<file path="src/hdl/timer_prescaler_select_map.svh">
`ifndef TIMER_PRESCALER_SELECT_MAP_SVH
`define TIMER_PRESCALER_SELECT_MAP_SVH

// Register indices; byte address is four times the index
`define TPS_IDX_CTRL01     16'hFF20
`define TPS_IDX_CTRL23     16'hFF21
`define TPS_IDX_SRCSEL     16'hFF23

`define TPS_RST_CTRL       8'h00
`define TPS_RST_SRCSEL     5'h00

// Field positions inside a control byte
`define TPS_ODD_GATE_BIT   7
`define TPS_ODD_RATIO_LSB  4
`define TPS_EVEN_GATE_BIT  3
`define TPS_EVEN_RATIO_LSB 0
`define TPS_SRCSEL_W       5

// Divider taps, as log2 of the division
`define TPS_FAST_DIV_W     12
`define TPS_SLOW_DIV_W     7

`endif

</file>
<file path="src/hdl/timer_prescaler_select_pkg.sv">
`default_nettype none
`include "timer_prescaler_select_map.svh"

package timer_prescaler_select_pkg;

  typedef struct packed {
    logic        psel;
    logic        penable;
    logic        pwrite;
    logic [17:0] paddr;
    logic [31:0] pwdata;
  } apb_req_t;

  typedef struct packed {
    logic        pready;
    logic        pslverr;
    logic [31:0] prdata;
  } apb_rsp_t;

  typedef struct packed {
    logic       gate;
    logic       slow_sel;
    logic [2:0] ratio;
  } timer_cfg_t;

endpackage
`default_nettype wire

</file>
<file path="src/hdl/timer_prescaler_select.sv">
`timescale 1ns/1ns
`default_nettype none
`include "timer_prescaler_select_map.svh"

module timer_prescaler_select
  import timer_prescaler_select_pkg::*;
#(
  parameter int FAST_DIV_W = `TPS_FAST_DIV_W,
  parameter int SLOW_DIV_W = `TPS_SLOW_DIV_W
) (
  // Clock and reset
  input  wire logic     i_ref_clk,
  input  wire logic     i_nrst,
  // Register bus
  input  wire apb_req_t i_apb,
  output var  apb_rsp_t o_apb,
  // Oscillator levels
  input  wire logic     i_fast_oscillator,
  input  wire logic     i_slow_oscillator,
  // Divided clock ticks to timers 0-3
  output logic [3:0]    o_timer_tick
);

  localparam int NT = 4;

  // Tap of the chain as a shift count
  function automatic logic [3:0] ratio_shift(input logic [2:0] code, input logic slow);
    logic [3:0] sh;
    sh = 4'h0;
    if (slow) begin
      sh = {1'b0, code};
    end else begin
      unique case (code)
        3'h7: sh = 4'hC;
        3'h6: sh = 4'hA;
        3'h5: sh = 4'h8;
        3'h4: sh = 4'h6;
        3'h3: sh = 4'h5;
        3'h2: sh = 4'h3;
        3'h1: sh = 4'h1;
        3'h0: sh = 4'h0;
      endcase
    end
    return sh;
  endfunction

  // Low bits of the chain all ones
  function automatic logic tap_hit(input logic [15:0] cnt, input logic [3:0] sh);
    logic [15:0] mask;
    mask = ~(16'hFFFF << sh);
    return &(cnt | ~mask);
  endfunction

  // Read value of one register index
  function automatic logic [7:0] read_reg(input logic [15:0] idx, input logic [7:0] c01,
                                          input logic [7:0] c23,
                                          input logic [`TPS_SRCSEL_W-1:0] src);
    logic [7:0] v;
    v = 8'h00;
    unique case (idx)
      `TPS_IDX_CTRL01: v = c01;
      `TPS_IDX_CTRL23: v = c23;
      `TPS_IDX_SRCSEL: v = {3'h0, src};
      default:         v = 8'h00;
    endcase
    return v;
  endfunction

  // Bus slave and control registers
  logic [7:0]               ctrl01;
  logic [7:0]               ctrl23;
  logic [`TPS_SRCSEL_W-1:0] srcsel;
  logic [7:0]               next_ctrl01;
  logic [7:0]               next_ctrl23;
  logic [`TPS_SRCSEL_W-1:0] next_srcsel;
  apb_rsp_t                 next_apb;
  logic [15:0]              bus_idx;
  logic                     bus_mapped;
  logic                     setup;
  logic                     wr_take;

  assign bus_idx    = i_apb.paddr[17:2];
  assign bus_mapped = (i_apb.paddr[1:0] == 2'h0) &&
                      ((bus_idx == `TPS_IDX_CTRL01) || (bus_idx == `TPS_IDX_CTRL23) ||
                       (bus_idx == `TPS_IDX_SRCSEL));
  assign setup      = i_apb.psel && !i_apb.penable;
  assign wr_take    = i_apb.psel && i_apb.penable && o_apb.pready && i_apb.pwrite &&
                      !o_apb.pslverr;

  always_comb begin
    next_ctrl01        = ctrl01;
    next_ctrl23        = ctrl23;
    next_srcsel        = srcsel;
    next_apb.pready    = setup;
    next_apb.pslverr   = setup && !bus_mapped;
    next_apb.prdata    = 32'h0000_0000;
    if (setup && !i_apb.pwrite && bus_mapped) begin
      next_apb.prdata = {24'h00_0000, read_reg(bus_idx, ctrl01, ctrl23, srcsel)};
    end
    if (wr_take) begin
      unique case (bus_idx)
        `TPS_IDX_CTRL01: next_ctrl01 = i_apb.pwdata[7:0];
        `TPS_IDX_CTRL23: next_ctrl23 = i_apb.pwdata[7:0];
        `TPS_IDX_SRCSEL: next_srcsel = i_apb.pwdata[`TPS_SRCSEL_W-1:0];
        default: ;
      endcase
    end
  end

  always_ff @(posedge i_ref_clk or negedge i_nrst) begin
    if (!i_nrst) begin
      ctrl01 <= `TPS_RST_CTRL;
      ctrl23 <= `TPS_RST_CTRL;
      srcsel <= `TPS_RST_SRCSEL;
      o_apb  <= '0;
    end else begin
      ctrl01 <= next_ctrl01;
      ctrl23 <= next_ctrl23;
      srcsel <= next_srcsel;
      o_apb  <= next_apb;
    end
  end

  // Per-timer view of the control bytes
  timer_cfg_t cfg [NT];

  always_comb begin
    cfg[0] = {ctrl01[`TPS_EVEN_GATE_BIT], srcsel[0],
              ctrl01[`TPS_EVEN_RATIO_LSB +: 3]};
    cfg[1] = {ctrl01[`TPS_ODD_GATE_BIT], srcsel[1],
              ctrl01[`TPS_ODD_RATIO_LSB +: 3]};
    cfg[2] = {ctrl23[`TPS_EVEN_GATE_BIT], srcsel[2],
              ctrl23[`TPS_EVEN_RATIO_LSB +: 3]};
    cfg[3] = {ctrl23[`TPS_ODD_GATE_BIT], srcsel[3],
              ctrl23[`TPS_ODD_RATIO_LSB +: 3]};
  end

  // Divider chains on each oscillator
  logic                  fast_q;
  logic                  slow_q;
  logic                  fast_edge;
  logic                  slow_edge;
  logic [FAST_DIV_W-1:0] fast_cnt;
  logic [SLOW_DIV_W-1:0] slow_cnt;
  logic [FAST_DIV_W-1:0] next_fast_cnt;
  logic [SLOW_DIV_W-1:0] next_slow_cnt;
  logic [NT-1:0]         next_tick;

  assign fast_edge = i_fast_oscillator && !fast_q;
  assign slow_edge = i_slow_oscillator && !slow_q;

  always_comb begin
    next_fast_cnt = fast_edge ? fast_cnt + 1'b1 : fast_cnt;
    next_slow_cnt = slow_edge ? slow_cnt + 1'b1 : slow_cnt;
    for (int t = 0; t < NT; t++) begin
      if (cfg[t].slow_sel) begin
        next_tick[t] = cfg[t].gate && slow_edge &&
                       tap_hit(16'(slow_cnt), ratio_shift(cfg[t].ratio, 1'b1));
      end else begin
        next_tick[t] = cfg[t].gate && fast_edge &&
                       tap_hit(16'(fast_cnt), ratio_shift(cfg[t].ratio, 1'b0));
      end
    end
  end

  always_ff @(posedge i_ref_clk or negedge i_nrst) begin
    if (!i_nrst) begin
      fast_q       <= 1'b0;
      slow_q       <= 1'b0;
      fast_cnt     <= '0;
      slow_cnt     <= '0;
      o_timer_tick <= 4'h0;
    end else begin
      fast_q       <= i_fast_oscillator;
      slow_q       <= i_slow_oscillator;
      fast_cnt     <= next_fast_cnt;
      slow_cnt     <= next_slow_cnt;
      o_timer_tick <= next_tick;
    end
  end

  // Checks
  // Timer 0 watched on the fast chain, timer 2 on the slow chain
  logic       fast0;
  logic       slow2;
  logic [3:0] gates;
  assign fast0 = cfg[0].gate && !cfg[0].slow_sel;
  assign slow2 = cfg[2].gate && cfg[2].slow_sel;
  assign gates = {cfg[3].gate, cfg[2].gate, cfg[1].gate, cfg[0].gate};

  a_ctrl_write: assert property (@(posedge i_ref_clk) disable iff (!i_nrst)
    (wr_take && bus_idx == `TPS_IDX_CTRL01) |=>
      (cfg[1].gate == $past(i_apb.pwdata[7]) && cfg[0].ratio == $past(i_apb.pwdata[2:0])))
    else $error("control byte write not applied");

  a_gate_stops: assert property (@(posedge i_ref_clk) disable iff (!i_nrst)
    o_timer_tick[1] |-> $past(cfg[1].gate))
    else $error("tick while timer clock stopped");

  a_fast_4096: assert property (@(posedge i_ref_clk) disable iff (!i_nrst)
    (fast0 && cfg[0].ratio == 3'h7 && fast_edge) |=>
      (o_timer_tick[0] == ($past(fast_cnt[11:0]) == 12'hFFF)))
    else $error("fast divide by 4096 wrong");

  a_fast_64: assert property (@(posedge i_ref_clk) disable iff (!i_nrst)
    (fast0 && cfg[0].ratio == 3'h4 && fast_edge) |=>
      (o_timer_tick[0] == ($past(fast_cnt[5:0]) == 6'h3F)))
    else $error("fast divide by 64 wrong");

  a_fast_pass: assert property (@(posedge i_ref_clk) disable iff (!i_nrst)
    (fast0 && cfg[0].ratio == 3'h0) |-> ##1 (o_timer_tick[0] == $past(fast_edge)))
    else $error("fast undivided clock wrong");

  a_slow_128: assert property (@(posedge i_ref_clk) disable iff (!i_nrst)
    (slow2 && cfg[2].ratio == 3'h7 && slow_edge) |=>
      (o_timer_tick[2] == ($past(slow_cnt[6:0]) == 7'h7F)))
    else $error("slow divide by 128 wrong");

  a_slow_pass: assert property (@(posedge i_ref_clk) disable iff (!i_nrst)
    (slow2 && cfg[2].ratio == 3'h0) |=> (o_timer_tick[2] == $past(slow_edge)))
    else $error("slow undivided clock wrong");

  a_src_read: assert property (@(posedge i_ref_clk) disable iff (!i_nrst)
    (setup && !i_apb.pwrite && bus_idx == `TPS_IDX_SRCSEL && bus_mapped) |=>
      (o_apb.pready && o_apb.prdata == {27'h0, $past(srcsel)}))
    else $error("source select readback wrong");

  a_ctrl23_write: assert property (@(posedge i_ref_clk) disable iff (!i_nrst)
    (wr_take && bus_idx == `TPS_IDX_CTRL23) |=>
      (cfg[3].gate == $past(i_apb.pwdata[7]) && cfg[3].ratio == $past(i_apb.pwdata[6:4]) &&
       cfg[2].gate == $past(i_apb.pwdata[3]) && cfg[2].ratio == $past(i_apb.pwdata[2:0])))
    else $error("second control byte write not applied");

  a_gates_all: assert property (@(posedge i_ref_clk) disable iff (!i_nrst)
    (o_timer_tick & ~$past(gates)) == 4'h0)
    else $error("tick on a stopped timer");

  a_fast_1024: assert property (@(posedge i_ref_clk) disable iff (!i_nrst)
    (fast0 && cfg[0].ratio == 3'h6 && fast_edge) |=>
      (o_timer_tick[0] == ($past(fast_cnt[9:0]) == 10'h3FF)))
    else $error("fast divide by 1024 wrong");

  a_fast_256: assert property (@(posedge i_ref_clk) disable iff (!i_nrst)
    (fast0 && cfg[0].ratio == 3'h5 && fast_edge) |=>
      (o_timer_tick[0] == ($past(fast_cnt[7:0]) == 8'hFF)))
    else $error("fast divide by 256 wrong");

  a_fast_32: assert property (@(posedge i_ref_clk) disable iff (!i_nrst)
    (fast0 && cfg[0].ratio == 3'h3 && fast_edge) |=>
      (o_timer_tick[0] == ($past(fast_cnt[4:0]) == 5'h1F)))
    else $error("fast divide by 32 wrong");

  a_fast_8: assert property (@(posedge i_ref_clk) disable iff (!i_nrst)
    (fast0 && cfg[0].ratio == 3'h2 && fast_edge) |=>
      (o_timer_tick[0] == ($past(fast_cnt[2:0]) == 3'h7)))
    else $error("fast divide by 8 wrong");

  a_fast_2: assert property (@(posedge i_ref_clk) disable iff (!i_nrst)
    (fast0 && cfg[0].ratio == 3'h1 && fast_edge) |=>
      (o_timer_tick[0] == ($past(fast_cnt[0]) == 1'h1)))
    else $error("fast divide by 2 wrong");

  a_no_edge_tick: assert property (@(posedge i_ref_clk) disable iff (!i_nrst)
    (!fast_edge && !slow_edge) |=> (o_timer_tick == 4'h0))
    else $error("tick without an oscillator edge");

  a_slow_64: assert property (@(posedge i_ref_clk) disable iff (!i_nrst)
    (slow2 && cfg[2].ratio == 3'h6 && slow_edge) |=>
      (o_timer_tick[2] == ($past(slow_cnt[5:0]) == 6'h3F)))
    else $error("slow divide by 64 wrong");

  a_slow_32: assert property (@(posedge i_ref_clk) disable iff (!i_nrst)
    (slow2 && cfg[2].ratio == 3'h5 && slow_edge) |=>
      (o_timer_tick[2] == ($past(slow_cnt[4:0]) == 5'h1F)))
    else $error("slow divide by 32 wrong");

  a_slow_16: assert property (@(posedge i_ref_clk) disable iff (!i_nrst)
    (slow2 && cfg[2].ratio == 3'h4 && slow_edge) |=>
      (o_timer_tick[2] == ($past(slow_cnt[3:0]) == 4'hF)))
    else $error("slow divide by 16 wrong");

  a_slow_8: assert property (@(posedge i_ref_clk) disable iff (!i_nrst)
    (slow2 && cfg[2].ratio == 3'h3 && slow_edge) |=>
      (o_timer_tick[2] == ($past(slow_cnt[2:0]) == 3'h7)))
    else $error("slow divide by 8 wrong");

  a_slow_4: assert property (@(posedge i_ref_clk) disable iff (!i_nrst)
    (slow2 && cfg[2].ratio == 3'h2 && slow_edge) |=>
      (o_timer_tick[2] == ($past(slow_cnt[1:0]) == 2'h3)))
    else $error("slow divide by 4 wrong");

  a_slow_2: assert property (@(posedge i_ref_clk) disable iff (!i_nrst)
    (slow2 && cfg[2].ratio == 3'h1 && slow_edge) |=>
      (o_timer_tick[2] == ($past(slow_cnt[0]) == 1'h1)))
    else $error("slow divide by 2 wrong");

  a_src_write: assert property (@(posedge i_ref_clk) disable iff (!i_nrst)
    (wr_take && bus_idx == `TPS_IDX_SRCSEL) |=> (srcsel == $past(i_apb.pwdata[4:0])))
    else $error("source select write not applied");

  a_reset_clear: assert property (@(posedge i_ref_clk)
    $rose(i_nrst) |-> (ctrl01 == `TPS_RST_CTRL && ctrl23 == `TPS_RST_CTRL &&
                       srcsel == `TPS_RST_SRCSEL && o_timer_tick == 4'h0))
    else $error("control state not cleared by reset");

endmodule
`default_nettype wire

</file>
<file path="config.mk">
export PLATFORM = sky130hd
export DESIGN_NAME = timer_prescaler_select
export DESIGN_NICKNAME = d
export VERILOG_FILES = /design/src/hdl/timer_prescaler_select_pkg.sv /design/src/hdl/timer_prescaler_select.sv
export VERILOG_INCLUDE_DIRS = /design/src /design/src/hdl
export SDC_FILE = /design/constraint.sdc
export NUM_CORES = 1
export LEC_CHECK = 0
export BUFFER_PORTS_ARGS = -buffer_cell sky130_fd_sc_hd__buf_2
export CORE_MARGIN = 10
export CORE_UTILIZATION = 35
export CTS_BUF_LIST = sky130_fd_sc_hd__clkbuf_4
export CTS_CLUSTER_DIAMETER = 150
export DETAILED_ROUTE_END_ITERATION = 12
export PLACE_DENSITY_LB_ADDON = 0.2
export SYNTH_ARGS = -nofsm -noshare
export SYNTH_HDL_FRONTEND = slang
export SYNTH_SLANG_ARGS = --single-unit
</file>
<file path="constraint.sdc">
create_clock -name i_ref_clk -period 4.6 [get_ports i_ref_clk]
set_input_delay 1.38 -clock i_ref_clk [delete_from_list [all_inputs] [get_ports i_ref_clk]]
set_output_delay 1.38 -clock i_ref_clk [all_outputs]
set_load 0.01 [all_outputs]
</file>
==> flow_metrics.py <==
metrics = {
    "clocking": {
        "cts_max_level": 2,
        "cts_tree": "yes",
        "cts_hold_buf": 0,
        "numCtsBuffers": 5,
        "cts_root_buf": "clkbuf_4",
        "cts_sinks": 56,
        "clockBufferDepth": 2,
        "clock_latency_ns": 0.37,
        "cts_resized": 0,
        "postCtsSetupBuffers": 0,
        "clkTransAtPathRegs_ns": 0.16,
    },
    "power": {
        "pwr_density_cell_nw_per_um2": 274,
        "p_leak_nw": 1.87,
        "ir_worst_vdd_uv": 198,
    },
    "placement": {
        "placed_cells": 554,
        "gp_congestion": 0.866,
        "portBuffers": 46,
        "hpwlAfterDp_um": 7330,
    },
    "run_status": {
        "status": "finished clean",
    },
    "logic_synthesis": {
        "yosys-top-cells-area": "dfrtp_1 (38%), ha_1 (7.4%), buf_4 (4.8%)",
        "seq_area_frac_synth": 0.376,
        "synth_ff_type": "dfrtp_1",
        "synthArstFlopShare": 1.00,
        "ys_warn_count": 0,
        "synth_edf_count": 0,
        "synth.distinct_cells": 55,
        "avgSynthCellArea_um2": 9.47,
        "synth_top_area_frac": 0.376,
        "yosys.area.top_type": "dfrtp_1",
        "syn_area_um2": 3720,
        "ys_ff_latch": 56,
        "synth_cells": 393,
    },
    "floorplanning": {
        "rows": 37,
        "num_io_pins": 95,
        "die_h_um": 123,
        "die_w_um": 123,
        "die_area_um2": 15200,
        "start_util": 0.361,
        "coreArea_um2": 10300,
    },
    "routing": {
        "wl_um": 10000,
        "wl_per_cell_um": 17.8,
        "drc": 0,
        "dr.pass1.iters": 5,
        "vias_per_cell": 5.29,
        "postRouteAntennaNets": 0,
        "drt-initial-drc-count": 124,
        "vias": 2973,
    },
    "layout": {
        "num-fill-cells": 1060,
        "final_layout_size_suffix_gt1_frac": 0.192,
        "fin_nets": 504,
        "final_common_cell": "dfrtp_1",
        "layout.cells.non_filler": 562,
        "utilization": 0.388,
        "diodes": 0,
        "multi_input_area_um2": 2070,
        "regArea_um2": 1400,
        "layout_common_cells": "dfrtp_1 (56), buf_2 (46), nor2_1 (30)",
        "syn_to_final_growth_pct": 7.66,
    },
    "timing": {
        "drv_slew": 0,
        "fin_crit_ns": 2.80,
        "fin_setup_tns_ns": 0,
        "setup_viol": 0,
        "grt_setup_unrepaired": "no",
        "worstMarginPinSlew_ns": 0.970,
        "max_freq_ghz": 0.357,
        "hold_viol_final": 0,
        "finalClockSkew_ns": 0.0111,
        "maxSlewHeadroom": 0.352,
        "min_period_over_period": 0.610,
    },
    "critical_path": {
        "r2r_slack_ns": 2.42,
        "cp.arrival_ns": 3.12,
        "start_kind": "primary input",
        "end_kind": "flip-flop",
        "worst-setup-path-type": "in -> reg",
        "crit_required_ns": 4.91,
        "r2r_cells": 7,
        "reg2reg_to": "o_timer_tick[0]",
        "r2r-start": "ctrl01[0]",
        "cp_max_fo": 9,
    },
    "global_routing": {
        "antenna_found_initial": 0,
        "grt_max_degree": 33,
        "grt_use_total": 0.133,
        "grt_pass1_wl_um": 16300,
        "overflow": 0,
        "grt_pass1_vias": 3108,
    },
    "min_path": {
        "holdPathEnd": "fast_cnt[7]",
        "hold_path_depth": 1,
        "min_path_type": "reg -> reg",
        "hold_start": "fast_cnt[7]",
    },
    "flow_run": {
        "drv_cap": 0,
    },
}
-- where the power goes --
part	internal, mW	total, mW	switching (mW)
sequential	0.545	0.706	0.161
combinational	0.0815	0.166	0.0847
clock	0.0672	0.225	0.158
-- Yosys cell counts (3+ instances only) --
cell,count
dfrtp_1,56
nor2_1,30
buf_4,24
ha_1,22
a21oi_1,19
inv_1,19
o21ai_0,18
clkbuf_1,17
nand2_1,17
mux2_2,15
nor3_1,13
nand3_1,10
xnor2_1,10
mux2i_1,9
nand2b_1,9
nand4_1,9
mux2_4,8
nor2b_1,8
o22ai_1,8
a31oi_1,7
xor2_1,7
nand4b_1,4
and2_1,3
buf_2,3
nor3b_1,3
o221ai_1,3
o31ai_1,3
-- worst max-delay path by stage --
stage	end	from	cells after the start	slack [ns]
after floorplan	ctrl23[0]	i_apb[41]	6	1.84
after global placement	ctrl01[0]	i_apb[41]	6	1.45
after detailed placement	ctrl01[5]	i_apb[41]	6	1.41
after CTS	ctrl01[5]	i_apb[41]	6	1.84
after global routing	fast_cnt[10]	i_fast_oscillator	6	1.65
final	fast_cnt[10]	i_fast_oscillator	6	1.80
-- critical path, cell delays in order --
cell and delay, ns:
buf_2 0.09, nor2b_1 0.76, and4_1 0.34, nand3_1 0.15, nor3_1 0.22, xor2_1 0.17
-- area by class of cell --
class,count,share of cell area
Tap cell,136,0.0424
Sequential cell,56,0.350
Inverter,19,0.0178
Timing Repair Buffer,47,0.0593
Clock inverter,2,0.00406
Multi-Input combinational cell,296,0.516
Clock buffer,6,0.0112
-- logic make-up (layout without fill, tap and decap cells) --
family / count (synthesis) / after routing / share of synthesized area
AOI/OAI and AO/OA: 79 / 79 / 0.137
buffers and inverters: 64 / 74 / 0.0917
DFF: 56 / 56 / 0.376
adders and majority gates: 22 / 22 / 0.0739
muxes: 32 / 32 / 0.102
and+or+nand+nor: 122 / 122 / 0.178
other: 1 / 24 / 0.00101
xor gates and xnor gates: 17 / 17 / 0.0400
-- flip-flops by register name, indices dropped and copies added, names as in the netlist --
signal        count
fast_q            1
ctrl01            8
srcsel            5
fast_cnt         12
o_timer_tick      4
o_apb            10
slow_q            1
ctrl23            8
slow_cnt          7
-- metal layers --
metal	part of all wire	vias to the layer above	track usage
li1	-	1422	-
met1	0.45	1437	0.180
met3	0.091	4	0.0378
met4	0.0042	0	0.0189
met5	0	-	0
met2	0.45	110	0.211
-- metrics by stage --
step,hold WS [ns],area (um2),power [mW],setup slack [ns]
after detailed placement,0.495,3950,0.879,1.41
after CTS,0.520,4010,1.11,1.84
after floorplan,0.459,3810,0.789,1.84
final,0.518,4010,1.10,1.80
after global placement,0.477,3950,0.874,1.45
after global routing,0.548,4010,1.17,1.65
No activity file was read; power rests on OpenSTA's default activity.
